--- config.mk ---
export PLATFORM = sky130hd
export DESIGN_NAME = adcrc_top
export DESIGN_NICKNAME = d
export VERILOG_FILES = /design/src/rtl/adcrc_pkg.sv /design/src/rtl/adcrc_core_if.sv /design/src/rtl/adcrc_sar_core.sv /design/src/rtl/adcrc_top.sv
export SDC_FILE = /design/constraint.sdc
export NUM_CORES = 1
export LEC_CHECK = 0
export BUFFER_PORTS_ARGS = -buffer_cell sky130_fd_sc_hd__buf_2
export CAP_MARGIN = 20
export CORE_ASPECT_RATIO = 0.75
export CORE_MARGIN = 1
export CORE_UTILIZATION = 49
export DETAILED_ROUTE_END_ITERATION = 12
export PLACE_DENSITY_LB_ADDON = 0.05
export SYNTH_ARGS = -nofsm -noshare
export SYNTH_HDL_FRONTEND = slang
export SYNTH_SLANG_ARGS = --single-unit
export TNS_END_PERCENT = 5
--- constraint.sdc ---
create_clock -name clk -period 1.9 [get_ports clk]
set_clock_uncertainty 0.05 [all_clocks]
set_input_delay 0.095 -clock clk [delete_from_list [all_inputs] [get_ports clk]]
set_output_delay 0.095 -clock clk [all_outputs]
set_load 0.05 [all_outputs]
--- src/rtl/adcrc_pkg.sv ---
// constants shared by the converter control block
package adcrc_pkg;
    localparam int unsigned adcrc_clk_hz = 20000000;
    // register byte offsets in the block's 4-bit window
    localparam logic [3:0] adcrc_off_res_a_hi = 4'h0;
    localparam logic [3:0] adcrc_off_res_a_lo = 4'h1;
    localparam logic [3:0] adcrc_off_res_b_hi = 4'h2;
    localparam logic [3:0] adcrc_off_res_b_lo = 4'h3;
    localparam logic [3:0] adcrc_off_res_c_hi = 4'h4;
    localparam logic [3:0] adcrc_off_res_c_lo = 4'h5;
    localparam logic [3:0] adcrc_off_res_d_hi = 4'h6;
    localparam logic [3:0] adcrc_off_res_d_lo = 4'h7;
    localparam logic [3:0] adcrc_off_ctrl_stat = 4'h8;
    localparam logic [3:0] adcrc_off_trig_ctrl = 4'h9;
    // reset values
    localparam logic [15:0] adcrc_result_reset = 16'h0000;
    localparam logic [7:0] adcrc_ctrl_stat_reset = 8'h00;
    localparam logic [7:0] adcrc_trig_ctrl_reset = 8'h7f;
    // control/status and trigger control field positions
    localparam int unsigned adcrc_bit_end_flag = 7;
    localparam int unsigned adcrc_bit_irq_en = 6;
    localparam int unsigned adcrc_bit_start = 5;
    localparam int unsigned adcrc_bit_scan = 4;
    localparam int unsigned adcrc_bit_speed = 3;
    localparam int unsigned adcrc_bit_trig_en = 7;
    // conversion lengths in states
    localparam int unsigned adcrc_first_slow_states = 266;
    localparam int unsigned adcrc_first_fast_states = 134;
    localparam int unsigned adcrc_next_slow_states = 256;
    localparam int unsigned adcrc_next_fast_states = 128;
    localparam int unsigned adcrc_cnt_w = 9;
endpackage : adcrc_pkg

--- src/rtl/adcrc_core_if.sv ---
// handshake between the control block and the successive-approximation core
`timescale 1ns/1ps
`default_nettype none
interface adcrc_core_if;
    logic start;
    logic [2:0] input_index;
    logic fast;
    logic first;
    logic abort;
    logic done;
    logic [9:0] value;
    modport ctrl (output start, output input_index, output fast, output first, output abort,
                  input done, input value);
    modport core (input start, input input_index, input fast, input first, input abort,
                  output done, output value);
endinterface : adcrc_core_if
`default_nettype wire

--- src/rtl/adcrc_sar_core.sv ---
// behavioural successive-approximation core: start pulse in, value and strobe out
`timescale 1ns/1ps
`default_nettype none
module adcrc_sar_core
    import adcrc_pkg::*;
(
    // clock and reset
    input wire logic clk,
    input wire logic rst_n,
    // analog side, digitised samples per input
    input wire logic [79:0] analog_in,
    // control side
    adcrc_core_if.core cif
);
    typedef struct packed {
        logic busy;
        logic [adcrc_cnt_w-1:0] cnt;
        logic [2:0] idx;
        logic done;
        logic [9:0] value;
    } adcrc_core_state_t;

    adcrc_core_state_t st;
    adcrc_core_state_t next_st;

    function automatic logic [adcrc_cnt_w-1:0] conv_len(input logic fast, input logic first);
        unique case ({first, fast})
            2'b10: conv_len = adcrc_cnt_w'(adcrc_first_slow_states);
            2'b11: conv_len = adcrc_cnt_w'(adcrc_first_fast_states);
            2'b01: conv_len = adcrc_cnt_w'(adcrc_next_fast_states);
            default: conv_len = adcrc_cnt_w'(adcrc_next_slow_states);
        endcase
    endfunction : conv_len

    always_comb begin
        next_st = st;
        next_st.done = 1'b0;
        if (cif.abort) begin
            next_st.busy = 1'b0;
        end else if (cif.start) begin
            next_st.busy = 1'b1;
            next_st.idx = cif.input_index;
            // the strobe cycle itself counts as the final state
            next_st.cnt = conv_len(cif.fast, cif.first) - adcrc_cnt_w'(1);
        end else if (st.busy) begin
            if (st.cnt == adcrc_cnt_w'(1)) begin
                next_st.busy = 1'b0;
                next_st.done = 1'b1;
                next_st.value = analog_in[st.idx*10 +: 10];
            end
            next_st.cnt = st.cnt - adcrc_cnt_w'(1);
        end
    end

    always_ff @(posedge clk) begin
        if (!rst_n) begin
            st <= '0;
        end else begin
            st <= next_st;
        end
    end

    assign cif.done = st.done;
    assign cif.value = st.value;
endmodule : adcrc_sar_core
`default_nettype wire

--- src/rtl/adcrc_top.sv ---
// converter control and register front end on the 8-bit cpu bus
`timescale 1ns/1ps
`default_nettype none
// Notes on behaviour
// results sit left-justified in bits 15..6; bits 5..0 read zero.
// inputs 0/4 go to result A, 1/5 to B, 2/6 to C, 3/7 to D.
// all result registers clear on reset and in standby.
// upper-byte read returns high byte and latches low byte; low read returns latch.
// software reads the upper byte first; a lone low-byte read may be stale.
// control/status register clears to zero on reset and in standby.
// end flag sets at single conversion end or after whole scan group.
// end flag clears only by writing zero after reading it as one.
// interrupt enable bit gates end flag onto the interrupt request.
// start bit begins conversion, reads one while busy, self-clears in single mode.
// scan mode cycles inputs until start cleared, reset or standby.
// writing zero to start halts any running conversion.
// with trigger enable set, falling trigger edge sets the start bit.
// mode bit: zero single, one scan; resets to single.
// software clears start before changing mode, speed or input select.
// speed bit chooses 266 or 134 states for a conversion.
// input field picks one input, or group first through selected input in scan.
// trigger control resets to 0x7f; its lower seven bits read one.
// later scan conversions take 256 or 128 states by speed bit.
// every restart of a scan begins at the group's first input.
// writing one to the end flag does nothing.
// analog core takes start and index, returns 10-bit value and strobe.
module adcrc_top
    import adcrc_pkg::*;
(
    // clock and reset
    input wire logic clk,
    input wire logic rst_n,
    input wire logic standby,
    // cpu byte bus
    input wire logic bus_sel,
    input wire logic bus_rd,
    input wire logic bus_wr,
    input wire logic [3:0] bus_addr,
    input wire logic [7:0] bus_wdata,
    output logic [7:0] bus_rdata,
    // converter pins
    input wire logic ext_trigger_input_n,
    input wire logic [79:0] analog_in,
    // interrupt and status
    output logic conversion_end_irq,
    output logic conv_busy
);
    typedef struct packed {
        logic [9:0] res_a;
        logic [9:0] res_b;
        logic [9:0] res_c;
        logic [9:0] res_d;
        logic [7:0] low_latch;
        logic conversion_end_flag;
        logic end_irq_enable;
        logic conversion_start_bit;
        logic scan_mode;
        logic conversion_speed_select;
        logic [2:0] input_sel;
        logic ext_trigger_enable;
        logic flag_seen_one;
        logic trig_prev;
        logic busy;
        logic [2:0] cur_input;
        logic first_conv;
        logic core_start;
        logic core_abort;
        logic [7:0] rdata;
        logic irq;
    } adcrc_state_t;

    adcrc_state_t st;
    adcrc_state_t next_st;
    adcrc_core_if cif ();

    adcrc_sar_core u_core (
        .clk(clk),
        .rst_n(rst_n),
        .analog_in(analog_in),
        .cif(cif)
    );

    // 10-bit value placed in the 16-bit register view
    function automatic logic [15:0] result_word(input logic [9:0] v);
        result_word = {v, 6'h00};
    endfunction : result_word

    function automatic logic [9:0] pick_result(input adcrc_state_t s, input logic [1:0] slot);
        unique case (slot)
            2'h0: pick_result = s.res_a;
            2'h1: pick_result = s.res_b;
            2'h2: pick_result = s.res_c;
            default: pick_result = s.res_d;
        endcase
    endfunction : pick_result

    function automatic logic [7:0] ctrl_stat_view(input adcrc_state_t s);
        ctrl_stat_view = {s.conversion_end_flag, s.end_irq_enable, s.conversion_start_bit,
                          s.scan_mode, s.conversion_speed_select, s.input_sel};
    endfunction : ctrl_stat_view

    // first input of the group named by the top select bit
    function automatic logic [2:0] group_first(input logic [2:0] sel);
        group_first = {sel[2], 2'b00};
    endfunction : group_first

    logic rd_hit;
    logic wr_hit;
    logic [15:0] sel_word;
    logic [7:0] wr_val;
    logic trig_fall;
    logic start_req;
    logic stop_req;

    always_comb begin
        rd_hit = bus_sel && bus_rd;
        wr_hit = bus_sel && bus_wr;
        wr_val = bus_wdata;
        sel_word = result_word(pick_result(st, bus_addr[2:1]));
        trig_fall = st.trig_prev && !ext_trigger_input_n;
        next_st = st;
        next_st.core_start = 1'b0;
        next_st.core_abort = 1'b0;
        next_st.trig_prev = ext_trigger_input_n;
        start_req = 1'b0;
        stop_req = 1'b0;

        // register reads
        next_st.rdata = 8'h00;
        if (rd_hit) begin
            if (!bus_addr[3]) begin
                if (!bus_addr[0]) begin
                    next_st.rdata = sel_word[15:8];
                    next_st.low_latch = sel_word[7:0];
                end else begin
                    next_st.rdata = st.low_latch;
                end
            end else if (bus_addr == adcrc_off_ctrl_stat) begin
                next_st.rdata = ctrl_stat_view(st);
                if (st.conversion_end_flag) begin
                    next_st.flag_seen_one = 1'b1;
                end
            end else if (bus_addr == adcrc_off_trig_ctrl) begin
                next_st.rdata = {st.ext_trigger_enable, 7'h7f};
            end
        end

        // register writes
        if (wr_hit && bus_addr == adcrc_off_ctrl_stat) begin
            next_st.end_irq_enable = wr_val[adcrc_bit_irq_en];
            next_st.scan_mode = wr_val[adcrc_bit_scan];
            next_st.conversion_speed_select = wr_val[adcrc_bit_speed];
            next_st.input_sel = wr_val[2:0];
            if (!wr_val[adcrc_bit_end_flag] && st.flag_seen_one) begin
                next_st.conversion_end_flag = 1'b0;
                next_st.flag_seen_one = 1'b0;
            end
            if (wr_val[adcrc_bit_start]) begin
                start_req = 1'b1;
            end else begin
                stop_req = 1'b1;
            end
        end
        if (wr_hit && bus_addr == adcrc_off_trig_ctrl) begin
            next_st.ext_trigger_enable = wr_val[adcrc_bit_trig_en];
        end
        if (st.ext_trigger_enable && trig_fall) begin
            start_req = 1'b1;
        end

        // sequencing
        if (stop_req) begin
            next_st.conversion_start_bit = 1'b0;
            next_st.busy = 1'b0;
            next_st.core_abort = st.busy;
        end else if (start_req && !st.busy) begin
            next_st.conversion_start_bit = 1'b1;
            next_st.busy = 1'b1;
            next_st.first_conv = 1'b1;
            // scan always starts at group's first input
            next_st.cur_input = next_st.scan_mode ? group_first(next_st.input_sel) : next_st.input_sel;
            next_st.core_start = 1'b1;
        end else if (st.busy && cif.done) begin
            unique case (st.cur_input[1:0])
                2'h0: next_st.res_a = cif.value;
                2'h1: next_st.res_b = cif.value;
                2'h2: next_st.res_c = cif.value;
                default: next_st.res_d = cif.value;
            endcase
            next_st.first_conv = 1'b0;
            if (!st.scan_mode) begin
                next_st.conversion_end_flag = 1'b1;
                next_st.conversion_start_bit = 1'b0;
                next_st.busy = 1'b0;
            end else begin
                if (st.cur_input[1:0] == st.input_sel[1:0]) begin
                    next_st.conversion_end_flag = 1'b1;
                    next_st.cur_input = group_first(st.input_sel);
                end else begin
                    next_st.cur_input = st.cur_input + 3'h1;
                end
                next_st.core_start = 1'b1;
            end
        end

        next_st.irq = next_st.conversion_end_flag && next_st.end_irq_enable;

        if (standby) begin
            next_st = '0;
            next_st.ext_trigger_enable = 1'b0;
            next_st.trig_prev = 1'b1;
            next_st.core_abort = st.busy;
        end
    end

    always_ff @(posedge clk) begin
        if (!rst_n) begin
            st <= '0;
            st.trig_prev <= 1'b1;
        end else begin
            st <= next_st;
        end
    end

    assign cif.start = st.core_start;
    assign cif.input_index = st.cur_input;
    assign cif.fast = st.conversion_speed_select;
    assign cif.first = st.first_conv;
    assign cif.abort = st.core_abort;

    assign bus_rdata = st.rdata;
    assign conversion_end_irq = st.irq;
    assign conv_busy = st.busy;
endmodule : adcrc_top
`default_nettype wire

Yosys cells after proc, flatten, opt, wreduce, memory -nomap -nowiden:

Index checks and enable logic that the tools add are counted.

* register bits after elaboration: 93
* logic and storage cells: 131

* add/sub/neg operators: 3
* bitwise logic cells: 10
* multiply operators: 1
* reductions and logical operators: 35
* equal/unequal tests: 12
* shift-type cells: 1
* mux-type cells: 43

Operator list (count)
* 80-bit by 8-bit variable part select with 10-bit output: 1
* 8-bit two-way mux: 5
* 10-bit two-way mux: 3
* 10-bit one-hot mux with 3 select lines: 1
* 9-bit one-hot mux with 3 select lines: 1
* 1-bit two-way mux: 23
* 4-bit AND reduction: 5
* 9-bit two-way mux: 2
* 9-bit by 1-bit subtractor with 9-bit output, second input constant: 2
* 6-bit two-way mux: 2
* 11-bit two-way mux: 1
* 1-bit logical AND: 10
* 1-bit inverter: 10
* 9-bit by 1-bit == test with 1-bit output, second input constant: 1
* 3-bit OR reduction: 3
* 2-bit == test, second input constant: 4
* 4-bit == test, second input constant: 2
* 2-bit AND reduction: 4
* 2-bit by 1-bit == test with 1-bit output, second input constant: 3
* 3-bit by 3-bit multiplier with 6-bit output, second input constant: 1
* 3-bit two-way mux: 2
* 3-bit AND reduction: 2
* 2-bit nonzero test: 3
* 5-bit two-way mux: 1
* other kinds (8): 13

Logic depth before layout (Yosys ltp):

* word-level depth: 11
* mapped depth: 7
* depth with buffers taken out: 6

Hierarchy:

A second synthesis with hierarchy kept.

* cell total of the unflattened synthesis: 484
* area, all modules: 5006.1 um2

By module, submodules not included
* adcrc_top: area an instance 3181.8 um2, times used 1, cells an instance 308
* adcrc_sar_core: area an instance 1824.2 um2, times used 1, cells an instance 176

Least setup slack after synthesis:

Ideal clock, no wire load.

* kind: register to register
* from: register, netlist name st[24]
* to: register st, in the netlist cif.input_index[0]
* period minus slack after synthesis: 1.827 ns
* stages on the path, launching flop included: 6
* setup slack: 0.073 ns
* buffers on the path: 1
* arrival: 1.639 ns
* cells stage by stage: dfxtp_1 -> clkbuf_1 -> nor2_1 -> nor4b_2 -> o32ai_1 -> a311oi_2

RTL lines
* end signal, assigned: line adcrc_top.sv:221 `st <= next_st;`
* end, declared: line adcrc_top.sv:72 `adcrc_state_t st;`

Worst setup path after layout:

* from: register u_core.st[14] (netlist bit)
* to: register u_core.st[22] (netlist bit)

* word-level cells in the longest chain between the ends: 3

Ends and longest elaborated chain
* start, declared: line adcrc_sar_core.sv:23 `adcrc_core_state_t st;`
* start signal, assigned: line adcrc_sar_core.sv:59 `st <= next_st;`
* 9-bit by 1-bit subtractor with 9-bit output: line adcrc_sar_core.sv:51 `next_st.cnt = st.cnt - adcrc_cnt_w'(1);`
* 10-bit two-way mux: line adcrc_sar_core.sv:45 `end else if (st.busy) begin`
* 10-bit two-way mux: line adcrc_sar_core.sv:40 `end else if (cif.start) begin`

No other way between the ends. The select of a mux whose other input is x is not followed.
A chain may end at the register's enable or synchronous reset.

==> results_dict.tcl <==
set metrics [dict create \
    min-delay-start "bus_wdata[0]" \
    grt_util_all_layers 0.2419 \
    worst-endpoint-required_ns 2.09 \
    antenna_found_initial 0 \
    timing.hold.worst.class "primary input to flop" \
    cap_violations 0 \
    floorplan.io_pins 109 \
    synthesis.instances 472 \
    result_of_the_run "finished clean" \
    die_x_um 117.8 \
    drcViolationCount 0 \
    synthArstFlopShare 0 \
    layoutNonFillerInstCount 715 \
    htreeDepth 3 \
    synth-edff-count 0 \
    vdd_ir_drop_max_v 0.0004283 \
    power_density_nw_per_um2 664.3 \
    clock-sinks 92 \
    detailedPlace.worstSlack_ns 0.1867 \
    final-max-slew-violation-count 0 \
    post-place-cells 692 \
    arrival_ns 1.93 \
    detail_route.iter0.violations 273 \
    floorplan.initialDensity 0.5085 \
    grt-ovfl-total 0 \
    ys_dominant_reg_cell "sky130_fd_sc_hd__dfxtp_1" \
    placementRows 31 \
    clockRootBuffer "sky130_fd_sc_hd__clkbuf_16" \
    finalCritPeriodShare 0.9160 \
    critPathCaptureType "flop" \
    setup_violations 0 \
    antenna_cells_inserted 0 \
    stage_delay_of_the_slowest_cell_on_the_critical_path_ns 0.45 \
    max_slew.worst_pin.slew_ns 0.4958 \
    total_chip_power_mw 3.963 \
    critical_path_class "flop to flop" \
    ant_nets 0 \
    post_cts_resize_count 0 \
    die_height_um 88.88 \
    sequential_area_share_after_synthesis 0.3735 \
    synth_nets 582 \
    crit-reg2reg-launch "u_core.st[14]" \
    design.final.nets 688 \
    portBuffers 108 \
    fmax_mhz 574.6 \
    routed_wirelength_um 11760 \
    cts_buffer_depth 2 \
    grt_pass1_wl_um 19440 \
    critical-path-slowest-cell "sky130_fd_sc_hd__or3b_1" \
    period_minus_slack_ns 1.740 \
    routabilityCongestion 0.8953 \
    netlist-cell-type-count 65 \
    crit_path_start_kind "flop" \
    clk_latency_ns 0.35 \
    syn_area_um2 4931 \
    rsz_0062_raised_after_global_routing "no" \
    worst_slew_margin_rel 0.6665 \
    grt_pass1_vias 3811 \
    drive_gt1_frac 0.3345 \
    timing.critical_path.fanout_max 6 \
    routed_via_density 5.533 \
    crit_path_cell_trace "inv_1 -> ha_1 -> or3b_1 -> o31a_1 -> o21ai_1 -> a21oi_1" \
    hold_violation_count_in_the_final_report 0 \
    cts_buffers 9 \
    dp.final_hpwl_um 8653 \
    final.setup.worst_slack_ns 0.1597 \
    pin_count_of_the_biggest_net_entering_global_routing 53 \
    startpoint "u_core.st[14]" \
    routed-via-count 3956 \
    die_area_um2 10470 \
    synth-warning-count 0 \
    wl_per_cell_um 16.45 \
    post_synth.cell_area_avg_um2 10.45 \
    tritoncts "yes" \
    dr.pass1.iters 4 \
    synth-seq-cells 92 \
    final.setup.tns_ns 0 \
    area_growth_pct 20.98 \
    power_leakage_nw 2.664 \
    clock_transition_time_at_the_flip_flop_clock_pins_of_the_worst_setup_and_hold_paths_ns 0.07 \
    core_area_um2 9697 \
]
-- cells in the mapped netlist (3+ instances only) --
cell,count,area [um2]
sky130_fd_sc_hd__a21boi_0,5,37.54
sky130_fd_sc_hd__a311oi_2,3,45.04
sky130_fd_sc_hd__ha_1,11,137.6
sky130_fd_sc_hd__nor2b_1,6,37.54
sky130_fd_sc_hd__dfxtp_1,92,1842
sky130_fd_sc_hd__a31oi_1,6,37.54
sky130_fd_sc_hd__a21oi_1,14,70.07
sky130_fd_sc_hd__nand2_1,24,90.09
sky130_fd_sc_hd__nor3_1,7,35.03
sky130_fd_sc_hd__or2_2,3,18.77
sky130_fd_sc_hd__buf_4,8,60.06
sky130_fd_sc_hd__a21o_1,3,22.52
sky130_fd_sc_hd__clkbuf_1,19,71.32
sky130_fd_sc_hd__nor2_1,56,210.2
sky130_fd_sc_hd__mux2i_1,59,590.6
sky130_fd_sc_hd__mux4_2,30,675.7
sky130_fd_sc_hd__nor4_1,6,37.54
sky130_fd_sc_hd__o311ai_2,4,65.06
sky130_fd_sc_hd__buf_2,9,45.04
sky130_fd_sc_hd__o211ai_1,3,22.52
sky130_fd_sc_hd__buf_6,5,56.30
sky130_fd_sc_hd__o211a_1,11,110.1
sky130_fd_sc_hd__o21ai_0,19,95.09
sky130_fd_sc_hd__o21a_1,3,22.52
sky130_fd_sc_hd__inv_1,11,41.29
sky130_fd_sc_hd__nand2b_1,4,25.02
sky130_fd_sc_hd__nand3_1,3,15.01
-- stage by stage --
stage               utilization  area (um2)  hold WS, ns
global placement         0.5781        5605       0.2419
detailed placement       0.5781        5605       0.2520
CTS                      0.6152        5966      0.09369
finish                   0.6152        5966       0.1070
floorplan                     -        4931       0.1516
global route             0.6152        5966       0.1215
-- layout by cell type (no fill, tap or decap), drive strengths merged, types with 3 or more instances in the layout --
| master | count |
|---|---|
| o311ai | 5 |
| o21ai | 21 |
| and3 | 3 |
| a311oi | 3 |
| mux2i | 59 |
| mux4 | 30 |
| dfxtp | 92 |
| nand2 | 24 |
| nor3 | 7 |
| dlygate4sd3 | 7 |
| or2 | 4 |
| inv | 16 |
| a21boi | 6 |
| clkbuf | 9 |
| nand2b | 4 |
| buf | 130 |
| a21o | 3 |
| a31oi | 6 |
| nor2 | 57 |
| nand3 | 3 |
| ha | 11 |
| o21a | 3 |
| o211ai | 3 |
| a21oi | 14 |
| nor4 | 6 |
| o211a | 11 |
| nor2b | 6 |
-- path summary, 6_finish.rpt --
kind / endpoint / slack, ns / cells past startpoint
max: u_core.st[22] / 0.16 / 6
min: st[19] / 0.11 / 3
max reg2reg: u_core.st[22] / 0.16 / 6
min reg2reg: u_core.st[20] / 0.45 / 2
-- metal layers --
layer	share of wire	vias up	global-route usage	wire length, um
li1	-	1958	-	-
met1	0.48	1874	0.3253	5589
met2	0.46	117	0.3904	5418
met3	0.055	7	0.05219	648
met4	0.0088	0	0.08392	104
met5	0	-	0	0
-- registers in the layout (all words and copies together) (netlist names) --
signal,cells
u_core.cif.done,1
u_core.st,13
cif.start,1
u_core.cif.value,10
cif.input_index,3
bus_rdata,8
cif.first,1
st,52
conversion_end_irq,1
cif.abort,1
cif.fast,1
-- worst max-delay path: cells and delay by family, from the launching register on --
kind | cells | cell delay [ns]
AO/OA/AOI/OAI | 3 | 0.51
adder cells (fa/ha/maj) | 1 | 0.18
buffers and inverters | 1 | 0.10
flip-flops | 1 | 0.33
AND/OR/NAND/NOR | 1 | 0.45
-- logic make-up after synthesis --
| group | Yosys count | share of synthesized area |
|---|---|---|
| buffers and inverters | 53 | 0.05633 |
| flip-flops | 92 | 0.3735 |
| multiplexers | 89 | 0.2568 |
| XOR/XNOR | 3 | 0.005330 |
| AO/OA/AOI/OAI | 95 | 0.1530 |
| adder cells (fa/ha/maj) | 11 | 0.02791 |
| AND/OR/NAND/NOR | 129 | 0.1271 |
-- what timing repair did --
action | CTS | global route
buffers inserted | 0 | 0
hold buffers | 7 | 0
endpoints found under the hold margin | 7 | 0
-- area by class of cell --
class | instances | area, um2
repair buffers | 137 | 813.3
fillers | 859 | 3731
inverters | 11 | 41.29
flip-flops and latches | 92 | 1842
multi-input cells | 327 | 2814
well taps | 132 | 165.2
clock inverters | 7 | 65.06
clock buffers | 9 | 225.2
-- where the power goes --
| part | total [mW] | internal, mW | switching, mW | leakage, nW |
|---|---|---|---|---|
| sequential | 1.93 | 1.93 | 0.00367 | 0.741 |
| combinational | 0.281 | 0.151 | 0.130 | 1.78 |
| clock | 1.75 | 0.921 | 0.826 | 0.141 |
(Power assumes the default switching activity.)
